$ cat config.mk
export PLATFORM = sky130hd
export DESIGN_NAME = rsf_service_regs
export DESIGN_NICKNAME = d
export VERILOG_FILES = /design/src/design/rsf_service_regs.v /design/src/design/rsf_sticky.v
export VERILOG_INCLUDE_DIRS = /design/src /design/src/inc
export SDC_FILE = /design/constraint.sdc
export NUM_CORES = 1
export LEC_CHECK = 0
export ABC_CLOCK_PERIOD_IN_PS = 3400
export BUFFER_PORTS_ARGS = -buffer_cell sky130_fd_sc_hd__buf_2
export CAP_MARGIN = 10
export CORE_MARGIN = 3
export CORE_UTILIZATION = 30
export DETAILED_ROUTE_END_ITERATION = 6
export PLACE_DENSITY = 0.51
export SYNTH_ARGS = -nofsm -noshare
export SYNTH_HDL_FRONTEND = slang
export SYNTH_SLANG_ARGS = --single-unit
$ cat constraint.sdc
create_clock -name clk_i -period 3.4 [get_ports clk_i]
set_input_delay 0.17 -clock clk_i [delete_from_list [all_inputs] [get_ports clk_i]]
set_output_delay 0.17 -clock clk_i [all_outputs]
set_load 0.01 [all_outputs]
$ cat src/inc/rsf_defines.vh
// Operation
// - bit7 enables temperature-driven image calibration
// - write one bit6 in standby starts calibration
// - bit5 reads one while calibration runs
// - bit3 flags temperature drift beyond threshold
// - threshold field selects 5/10/15/20 degrees
// - bit0 one stops temperature monitoring
// - temperature register reads minus one degree per lsb
// - battery bit3 enables low-battery detector
// - trim field selects eight thresholds, reset 2
// - mode-ready sets when reached, clears on change
// - rx/tx settled flags set, clear leaving mode
// - lock flag follows pll lock in fs/rx/tx
// - strength flag sets in rx, w1c or leave
// - timeout flag clears leaving rx or empty
// - preamble flag set on detect, w1c
// - sync flag w1c only in continuous mode
// - full at 66 bytes, empty at zero
// - level flag when count exceeds limit
// - overrun flag w1c flushes fifo and flags
// - sent flag sets in tx, clears leaving tx
// - payload and crc flags clear on empty
// - low-battery flag sticky until w1c
`ifndef RSF_DEFINES_VH
`define RSF_DEFINES_VH
`define RSF_ADDR_CAL      8'h3b
`define RSF_ADDR_TEMP     8'h3c
`define RSF_ADDR_BAT      8'h3d
`define RSF_ADDR_FLAGS1   8'h3e
`define RSF_ADDR_FLAGS2   8'h3f
`define RSF_CAL_AUTO_BIT  7
`define RSF_CAL_START_BIT 6
`define RSF_CAL_RUN_BIT   5
`define RSF_CAL_DRIFT_BIT 3
`define RSF_CAL_MONOFF_BIT 0
`define RSF_CAL_THR_RST   2'h1
`define RSF_BAT_EN_BIT    3
`define RSF_BAT_TRIM_RST  3'h2
`define RSF_F1_READY      7
`define RSF_F1_RXRDY      6
`define RSF_F1_TXRDY      5
`define RSF_F1_LOCK       4
`define RSF_F1_RSSI       3
`define RSF_F1_TMO        2
`define RSF_F1_PRE        1
`define RSF_F1_SYNC       0
`define RSF_F2_FULL       7
`define RSF_F2_EMPTY      6
`define RSF_F2_LEVEL      5
`define RSF_F2_OVR        4
`define RSF_F2_SENT       3
`define RSF_F2_PAYLD      2
`define RSF_F2_CRC        1
`define RSF_F2_SUPPLY_LOW_FLAG     0
`define RSF_FIFO_DEPTH    7'h42
`define RSF_MODE_SLEEP    3'h0
`define RSF_MODE_STDBY    3'h1
`define RSF_MODE_FS       3'h2
`define RSF_MODE_TX       3'h3
`define RSF_MODE_RX       3'h5
`endif

$ cat src/design/rsf_service_regs.v
// Design decision made here: the Wishbone interface to the registers.
`timescale 1ns/10ps
`include "rsf_defines.vh"
module rsf_service_regs
(
    // clock and reset
    input  wire       clk_i,
    input  wire       rst_i,
    // wishbone slave
    input  wire       wb_cyc_i,
    input  wire       wb_stb_i,
    input  wire       wb_we_i,
    input  wire [7:0] wb_adr_i,
    input  wire [7:0] wb_dat_i,
    input  wire       wb_sel_i,
    output reg  [7:0] wb_dat_o,
    output reg        wb_ack_o,
    // radio state (same clock domain)
    input  wire [2:0] op_mode_i,
    input  wire       continuous_mode_i,
    input  wire       osc_running_i,
    input  wire       pll_locked_i,
    input  wire       rssi_sampling_i,
    input  wire       pa_ramp_done_i,
    input  wire       rx_settled_i,
    input  wire       calibration_done_i,
    input  wire [7:0] temperature_i,
    input  wire       thermal_drift_i,
    input  wire       strength_over_i,
    input  wire       timeout_i,
    input  wire       preamble_i,
    input  wire       sync_match_i,
    input  wire [6:0] buffer_count_i,
    input  wire [6:0] buffer_level_limit_i,
    input  wire       buffer_overrun_i,
    input  wire       frame_sent_i,
    input  wire       frame_received_i,
    input  wire       checksum_valid_i,
    // supply comparator, asynchronous analog pin
    input  wire       supply_below_i,
    // controls to the analog and radio side
    output reg        auto_calibration_enable_o,
    output reg        calibration_start_o,
    output reg        calibration_in_progress_o,
    output reg  [1:0] thermal_drift_limit_o,
    output reg        thermal_monitor_active_o,
    output reg        supply_detector_enable_o,
    output reg  [2:0] supply_threshold_select_o,
    output reg        buffer_flush_o
);
    // register state
    reg        auto_cal_reg;
    reg        cal_run_reg;
    reg [1:0]  thr_reg;
    reg        mon_off_reg;
    reg        bat_en_reg;
    reg [2:0]  trim_reg;
    reg [7:0]  temp_reg;
    reg [2:0]  mode_reg;
    reg        ready_reg;
    reg        bat_meta_reg;
    reg        bat_sync_reg;
    reg [7:0]  rd_next;
    wire       wr_stb;
    wire       mode_chg;
    wire       in_rx;
    wire       in_tx;
    wire       fifo_empty;
    wire       leave_rx;
    wire       leave_tx;
    wire       w1c_pre;
    wire       w1c_rssi;
    wire       w1c_sync;
    wire       w1c_ovr;
    wire       w1c_bat;
    wire       f_drift;
    wire       f_rssi;
    wire       f_tmo;
    wire       f_pre;
    wire       f_sync;
    wire       f_ovr;
    wire       f_sent;
    wire       f_payld;
    wire       f_crc;
    wire       f_bat;
    wire       ready_cond;
    wire       in_fs;
    wire [7:0] flags1_word;
    wire [7:0] flags2_word;

    // single-cycle ack; write taken on the acking edge
    assign wr_stb = wb_cyc_i & wb_stb_i & wb_we_i & wb_sel_i & ~wb_ack_o;
    assign in_rx = (op_mode_i == `RSF_MODE_RX);
    assign in_tx = (op_mode_i == `RSF_MODE_TX);
    assign in_fs = (op_mode_i == `RSF_MODE_FS);
    assign mode_chg = (op_mode_i != mode_reg);
    assign leave_rx = mode_chg & (mode_reg == `RSF_MODE_RX);
    assign leave_tx = mode_chg & (mode_reg == `RSF_MODE_TX);
    assign fifo_empty = (buffer_count_i == 7'h00);

    // write-one-to-clear strobes; zero bits do nothing
    assign w1c_rssi = wr_stb & (wb_adr_i == `RSF_ADDR_FLAGS1) & wb_dat_i[`RSF_F1_RSSI];
    assign w1c_pre  = wr_stb & (wb_adr_i == `RSF_ADDR_FLAGS1) & wb_dat_i[`RSF_F1_PRE];
    assign w1c_sync = wr_stb & (wb_adr_i == `RSF_ADDR_FLAGS1) & wb_dat_i[`RSF_F1_SYNC]
                      & continuous_mode_i;
    assign w1c_ovr  = wr_stb & (wb_adr_i == `RSF_ADDR_FLAGS2) & wb_dat_i[`RSF_F2_OVR];
    assign w1c_bat  = wr_stb & (wb_adr_i == `RSF_ADDR_FLAGS2) & wb_dat_i[`RSF_F2_SUPPLY_LOW_FLAG];

    // per-mode readiness condition
    assign ready_cond = (op_mode_i == `RSF_MODE_SLEEP) |
                        ((op_mode_i == `RSF_MODE_STDBY) & osc_running_i) |
                        ((op_mode_i == `RSF_MODE_FS) & pll_locked_i) |
                        (in_rx & rssi_sampling_i) |
                        (in_tx & pa_ramp_done_i);

    // drift flag: cleared by the next finished calibration
    rsf_sticky u_drift
    (
        .clk_i  (clk_i),
        .rst_i  (rst_i),
        .set_i  (thermal_drift_i & ~mon_off_reg),
        .clr_i  (calibration_done_i),
        .flag_o (f_drift)
    );

    // signal strength: only counts while receiving
    rsf_sticky u_rssi
    (
        .clk_i  (clk_i),
        .rst_i  (rst_i),
        .set_i  (in_rx & strength_over_i),
        .clr_i  (leave_rx | w1c_rssi),
        .flag_o (f_rssi)
    );

    // timeout: cleared by leaving rx, an empty fifo or a flush
    rsf_sticky u_tmo
    (
        .clk_i  (clk_i),
        .rst_i  (rst_i),
        .set_i  (timeout_i),
        .clr_i  (leave_rx | fifo_empty | w1c_ovr),
        .flag_o (f_tmo)
    );

    // preamble: only software or a flush clears it
    rsf_sticky u_pre
    (
        .clk_i  (clk_i),
        .rst_i  (rst_i),
        .set_i  (preamble_i),
        .clr_i  (w1c_pre | w1c_ovr),
        .flag_o (f_pre)
    );

    // sync match: software clear gated to continuous mode
    rsf_sticky u_sync
    (
        .clk_i  (clk_i),
        .rst_i  (rst_i),
        .set_i  (sync_match_i),
        .clr_i  (leave_rx | fifo_empty | w1c_sync | w1c_ovr),
        .flag_o (f_sync)
    );

    // overrun: sleep masks the event
    rsf_sticky u_ovr
    (
        .clk_i  (clk_i),
        .rst_i  (rst_i),
        .set_i  (buffer_overrun_i & (op_mode_i != `RSF_MODE_SLEEP)),
        .clr_i  (w1c_ovr),
        .flag_o (f_ovr)
    );

    // frame sent: held until transmit is left
    rsf_sticky u_sent
    (
        .clk_i  (clk_i),
        .rst_i  (rst_i),
        .set_i  (in_tx & frame_sent_i),
        .clr_i  (leave_tx),
        .flag_o (f_sent)
    );

    // frame received: survives leaving rx, drops when fifo drains
    rsf_sticky u_payld
    (
        .clk_i  (clk_i),
        .rst_i  (rst_i),
        .set_i  (in_rx & frame_received_i),
        .clr_i  (fifo_empty | w1c_ovr),
        .flag_o (f_payld)
    );

    // checksum good: same lifetime as the frame flag
    rsf_sticky u_crc
    (
        .clk_i  (clk_i),
        .rst_i  (rst_i),
        .set_i  (in_rx & checksum_valid_i),
        .clr_i  (fifo_empty | w1c_ovr),
        .flag_o (f_crc)
    );

    // low supply: sticky until software clears it, even after recovery
    rsf_sticky u_bat
    (
        .clk_i  (clk_i),
        .rst_i  (rst_i),
        .set_i  (bat_sync_reg & bat_en_reg),
        .clr_i  (w1c_bat),
        .flag_o (f_bat)
    );

    // first flag register: live levels gated by mode, then sticky events
    assign flags1_word[`RSF_F1_READY] = ready_reg;
    assign flags1_word[`RSF_F1_RXRDY] = rx_settled_i & in_rx;
    assign flags1_word[`RSF_F1_TXRDY] = pa_ramp_done_i & in_tx;
    assign flags1_word[`RSF_F1_LOCK]  = pll_locked_i & (in_rx | in_tx | in_fs);
    assign flags1_word[`RSF_F1_RSSI]  = f_rssi;
    assign flags1_word[`RSF_F1_TMO]   = f_tmo;
    assign flags1_word[`RSF_F1_PRE]   = f_pre;
    assign flags1_word[`RSF_F1_SYNC]  = f_sync;

    // second flag register: fifo levels are live, the rest sticky
    assign flags2_word[`RSF_F2_FULL]   = (buffer_count_i == `RSF_FIFO_DEPTH);
    assign flags2_word[`RSF_F2_EMPTY]  = fifo_empty;
    assign flags2_word[`RSF_F2_LEVEL]  = (buffer_count_i > buffer_level_limit_i);
    assign flags2_word[`RSF_F2_OVR]    = f_ovr;
    assign flags2_word[`RSF_F2_SENT]   = f_sent;
    assign flags2_word[`RSF_F2_PAYLD]  = f_payld;
    assign flags2_word[`RSF_F2_CRC]    = f_crc;
    assign flags2_word[`RSF_F2_SUPPLY_LOW_FLAG] = f_bat;

    // analog comparator is asynchronous: two-stage synchroniser
    always @(posedge clk_i)
    begin
        if (rst_i)
        begin
            bat_meta_reg <= 1'b0;
            bat_sync_reg <= 1'b0;
        end
        else
        begin
            bat_meta_reg <= supply_below_i;
            bat_sync_reg <= bat_meta_reg;
        end
    end

    // control registers, mode tracking, calibration status
    always @(posedge clk_i)
    begin
        if (rst_i)
        begin
            auto_cal_reg <= 1'b0;
            cal_run_reg  <= 1'b0;
            thr_reg      <= `RSF_CAL_THR_RST;
            mon_off_reg  <= 1'b0;
            bat_en_reg   <= 1'b0;
            trim_reg     <= `RSF_BAT_TRIM_RST;
            temp_reg     <= 8'h00;
            mode_reg     <= `RSF_MODE_STDBY;
            ready_reg    <= 1'b0;
        end
        else
        begin
            mode_reg <= op_mode_i;
            // change of mode clears ready for at least one cycle
            if (mode_chg)
                ready_reg <= 1'b0;
            else if (ready_cond)
                ready_reg <= 1'b1;
            // temperature only refreshed while the monitor runs
            if (~mon_off_reg & (op_mode_i != `RSF_MODE_SLEEP) &
                (op_mode_i != `RSF_MODE_STDBY))
                temp_reg <= temperature_i;
            if (wr_stb & (wb_adr_i == `RSF_ADDR_CAL))
            begin
                auto_cal_reg <= wb_dat_i[`RSF_CAL_AUTO_BIT];
                thr_reg      <= wb_dat_i[2:1];
                mon_off_reg  <= wb_dat_i[`RSF_CAL_MONOFF_BIT];
            end
            if (wr_stb & (wb_adr_i == `RSF_ADDR_BAT))
            begin
                bat_en_reg <= wb_dat_i[`RSF_BAT_EN_BIT];
                trim_reg   <= wb_dat_i[2:0];
            end
            // running from trigger until done; a fresh start beats a stale done
            if (calibration_start_o)
                cal_run_reg <= 1'b1;
            else if (calibration_done_i)
                cal_run_reg <= 1'b0;
        end
    end

    // read multiplexer; unmapped reads return zero
    always @*
    begin
        rd_next = 8'h00;
        case (wb_adr_i)
            `RSF_ADDR_CAL:
                rd_next = {auto_cal_reg, 1'b0, cal_run_reg, 1'b0, f_drift,
                           thr_reg, mon_off_reg};
            `RSF_ADDR_TEMP:
                rd_next = temp_reg;
            `RSF_ADDR_BAT:
                rd_next = {4'h0, bat_en_reg, trim_reg};
            `RSF_ADDR_FLAGS1:
                rd_next = flags1_word;
            `RSF_ADDR_FLAGS2:
                rd_next = flags2_word;
            default:
                rd_next = 8'h00;
        endcase
    end

    // bus answer and registered outputs
    always @(posedge clk_i)
    begin
        if (rst_i)
        begin
            wb_ack_o                  <= 1'b0;
            wb_dat_o                  <= 8'h00;
            calibration_start_o       <= 1'b0;
            buffer_flush_o            <= 1'b0;
            auto_calibration_enable_o <= 1'b0;
            calibration_in_progress_o <= 1'b0;
            thermal_drift_limit_o     <= `RSF_CAL_THR_RST;
            thermal_monitor_active_o  <= 1'b0;
            supply_detector_enable_o  <= 1'b0;
            supply_threshold_select_o <= `RSF_BAT_TRIM_RST;
        end
        else
        begin
            wb_ack_o <= wb_cyc_i & wb_stb_i & ~wb_ack_o;
            wb_dat_o <= rd_next;
            // trigger only accepted in standby; never stored
            calibration_start_o <= wr_stb & (wb_adr_i == `RSF_ADDR_CAL) &
                                   wb_dat_i[`RSF_CAL_START_BIT] &
                                   (op_mode_i == `RSF_MODE_STDBY) & ~cal_run_reg;
            buffer_flush_o <= w1c_ovr;
            auto_calibration_enable_o <= auto_cal_reg;
            calibration_in_progress_o <= cal_run_reg;
            thermal_drift_limit_o     <= thr_reg;
            thermal_monitor_active_o  <= ~mon_off_reg & (op_mode_i != `RSF_MODE_SLEEP) &
                                         (op_mode_i != `RSF_MODE_STDBY);
            supply_detector_enable_o  <= bat_en_reg;
            supply_threshold_select_o <= trim_reg;
        end
    end
endmodule

$ cat src/design/rsf_sticky.v
`timescale 1ns/10ps
// one sticky event flag: set beats clear
module rsf_sticky
(
    // clock and reset
    input  wire clk_i,
    input  wire rst_i,
    // set and clear
    input  wire set_i,
    input  wire clr_i,
    // flag
    output reg  flag_o
);
    // set has priority so an event in the clear cycle is kept
    always @(posedge clk_i)
    begin
        if (rst_i)
            flag_o <= 1'b0;
        else if (set_i)
            flag_o <= 1'b1;
        else if (clr_i)
            flag_o <= 1'b0;
    end
endmodule

==> qor.csv <==
stage;metric;value;unit
outcome;run status;finished clean;
power;Worst VDD drop;0.000141;V
clocking;CTS tree;built;
route;Avg WL per Cell;14.8;um
final_layout;FF/Latch Area;1060;um2
synthesis;EDFF count, synth;0;
clocking;clock root buffer;clkbuf_8;
synthesis;post-synthesis xor/xnor area fraction;0.707;%
route;Pre-antenna DRT Iters;4;
worst_setup_path;critical path class;reg2reg;
timing;Final Hold Slack;0.0626;ns
synthesis;synthesized area;2480;um2
final_layout;Fillers;847;
timing;setup_tns;0;ns
clocking;CTS Buf Count;5;
clocking;post_cts resized;0;
final_layout;area growth from synthesis to layout;22.1;%
worst_setup_path;family with the most delay on the worst path;simple AND/OR/NAND/NOR gates;
final_layout;final instance area;3020;um2
place;GP Congestion;0.801;
worst_setup_path;slowest stage cell, crit path;nand4_2;
clocking;CTS Hold Bufs;0;
synthesis;Yosys top cell by area;dfxtp_1;
clocking;Max clock buf depth;2;
final_layout;Final Net Count;424;
floorplan;Core ar.;7890;um2
worst_hold_path;Hold/Removal Path Class;in2reg;
place;area of placed instances;2940;um2
floorplan;num rows;32;
global_routing;Total GRT Usage;14.8;%
route;DRC;0;
global_routing;first-pass GRT wire length;11.3;mm
synthesis;Post-Syn Instances;280;
worst_setup_path;Req. time, crit path;3.56;ns
worst_hold_path;hold path startpoint;preamble_i;
clocking;Worst-path clk slew;0.10;ns
synthesis;main combinational cell family by area after synthesis;simple AND/OR/NAND/NOR gates;
clocking;clk sinks;53;
final_layout;share of post-route cells with drive strength above 1;30.5;%
floorplan;Die Span X;96.9;um
synthesis;asr flop ratio synth;0;%
global_routing;initial antenna violation count;0;
worst_setup_path;Buf/Inv on CP;0;
timing;skew final;0.00944;ns
timing;fmax;648;MHz
floorplan;die span in y;96.9;um
power;P per Cell Area;378;nW/um2
place;DP Cell Count;448;
floorplan;Die Area;9380;um2
place;post-place setup slack;1.70;ns
timing;relative slew slack;51.7;%
synthesis;syn avg cell area;8.84;um2
synthesis;Synth Warn #;0;
timing;worst-margin pin slew;0.724;ns
synthesis;Synth Area in Compound Gates;18.0;%
timing;min Tclk post-route;1.54;ns
route;initial drt markers;127;
power;Static Leakage;1.32;nW
timing;period utilization;45.4;%
synthesis;#FFs+latches synth;53;
route;Vias;2229;
synthesis;top cell type's share of synthesized area;42.8;%
timing;RSZ-0062 raised after global routing;no;
route;remaining antenna violation count;0;
floorplan;Starting Density;31.4;%
place;count of input and output buffers;82;
synthesis;largest cells by area after synthesis;dfxtp_1 (43%), a21oi_1 (6.1%), nor2b_1 (4.3%), nand2_1 (4.2%), mux4_2 (3.6%);
synthesis;mux cell area share after synthesis;4.50;%
global_routing;pin count of the biggest net entering global routing;40;
timing;setup violators final;0;
worst_setup_path;worst setup path start;wb_ack_o$_SDFF_PP0_;
worst_setup_path;CP max stage delay;0.40;ns
final_layout;Util after Layout;38.3;%
timing;Max Slew Vio Count;0;
route;WL final;6.76;mm
synthesis;post-synthesis cell type count;52;
final_layout;fin cells;456;
worst_setup_path;CP max FO;18;
worst_setup_path;Worst Path Arrival;1.71;ns
timing;Final Hold Vio Count;0;
clocking;Max H-tree Level;2;
timing;post-route setup slack;1.86;ns
worst_setup_path;FF-to-FF Start;wb_ack_o$_SDFF_PP0_;
worst_setup_path;critical path startpoint category;flop;
floorplan;Ports;84;
global_routing;vias in the first global route;2278;
route;vias per inst;4.89;
clocking;clock insertion delay at the later pin of the skew report;0.31;ns
flow_run;Max-Cap Viols;0;
synthesis;predominant post-synthesis flop cell;dfxtp_1;
synthesis;Seq/Total Area, Yosys;42.8;%
final_layout;area of the multi-input gates;1280;um2
global_routing;total gr overflow;0;
worst_setup_path;Setup crit end kind;flop;
clocking;post-CTS setup buffers;0;
power;total power;1.14;mW
synthesis;post-synthesis simple-gate area fraction;25.0;%
synthesis;adder-cell share of the synthesized area;3.54;%
worst_setup_path;crit-path cells;and3b_1 -> nand4_2 -> o21ai_0 -> a21oi_1;
final_layout;ANT cells;0;
synthesis;syn nets;351;
place;HPWL reported at the end of detailed placement;5.19;mm
-- path summary, 6_finish.rpt --
path | to | slack (ns) | cells past startpoint
max reg2reg | u_bat.flag_o$_SDFFE_PP0P_ | 1.86 | 4
max | u_bat.flag_o$_SDFFE_PP0P_ | 1.86 | 4
min | u_pre.flag_o$_SDFFE_PP0P_ | 0.06 | 2
min reg2reg | bat_sync_reg$_SDFF_PP0_ | 0.44 | 1
-- Yosys cell counts (2+ instances only) --
cell / count
a21oi_1: 30
a41oi_1: 2
and2_1: 2
and3_1: 3
and3b_1: 3
and4_1: 3
buf_2: 5
buf_4: 3
clkbuf_1: 7
dfxtp_1: 53
ha_1: 7
inv_1: 15
mux4_2: 4
nand2_1: 28
nand2b_1: 2
nand3_1: 13
nand4_1: 3
nand4b_1: 2
nor2_1: 14
nor2b_1: 17
nor3_1: 3
nor3b_1: 4
o211ai_1: 3
o211ai_2: 3
o21ai_0: 14
o21ai_1: 2
o2bb2ai_1: 3
o311ai_1: 2
o31ai_1: 3
or2_2: 4
xnor2_1: 2
-- report_power, final --
part           internal (mW)  switching, mW
clock                  0.143          0.204
combinational         0.0684         0.0807
sequential             0.638        0.00983
total                  0.849          0.294
-- final cells by class --
class                   count  area share, %
clock buffers               5           2.28
well taps                 102           4.22
clock inverters             3          0.579
flip-flops and latches     53           35.1
inverters                  15           1.86
multi-input cells         196           42.4
repair buffers             82           13.6
-- cell families (layout without fill, tap and decap cells) --
group,Yosys count,in the layout
DFF,53,53
xor gates and xnor gates,2,2
and+or+nand+nor,110,110
adders and majority gates,7,7
muxes,6,6
buffers and inverters,31,105
AOI/OAI and AO/OA,71,71
-- cell usage in the layout (no fill, tap or decap), types with 2 or more instances in the layout --
cell type / netlist / final
ha_1: 7 / 7
and2_1: 2 / 2
xnor2_1: 2 / 2
nand3_1: 13 / 13
o31ai_1: 3 / 3
nand2b_1: 2 / 2
o311ai_1: 2 / 2
o211ai_1: 3 / 3
inv_1: 15 / 15
or2_2: 4 / 4
clkinv_2: 0 / 2
and3b_1: 3 / 3
nand2_1: 28 / 28
buf_2: 5 / 82
o2bb2ai_1: 3 / 3
nor2b_1: 17 / 17
nand4b_1: 2 / 2
nor3_1: 3 / 3
clkbuf_8: 0 / 5
o211ai_2: 3 / 3
o21ai_0: 14 / 14
dfxtp_1: 53 / 53
nor3b_1: 4 / 4
mux4_2: 4 / 4
and3_1: 3 / 3
a21oi_1: 30 / 30
nor2_1: 14 / 14
o21ai_1: 2 / 2
and4_1: 3 / 3
nand4_1: 3 / 3
a41oi_1: 2 / 2
-- per-layer routing --
metal / up-vias / wire [um] / GRT usage [%]
met2: 54 / 3080 / 24.4
met3: 11 / 347 / 3.10
li1: 1140 / - / -
met1: 1024 / 3220 / 19.4
met5: - / 0 / 0
met4: 0 / 105 / 4.43
Note: power is estimated with default switching activity, not from simulation.
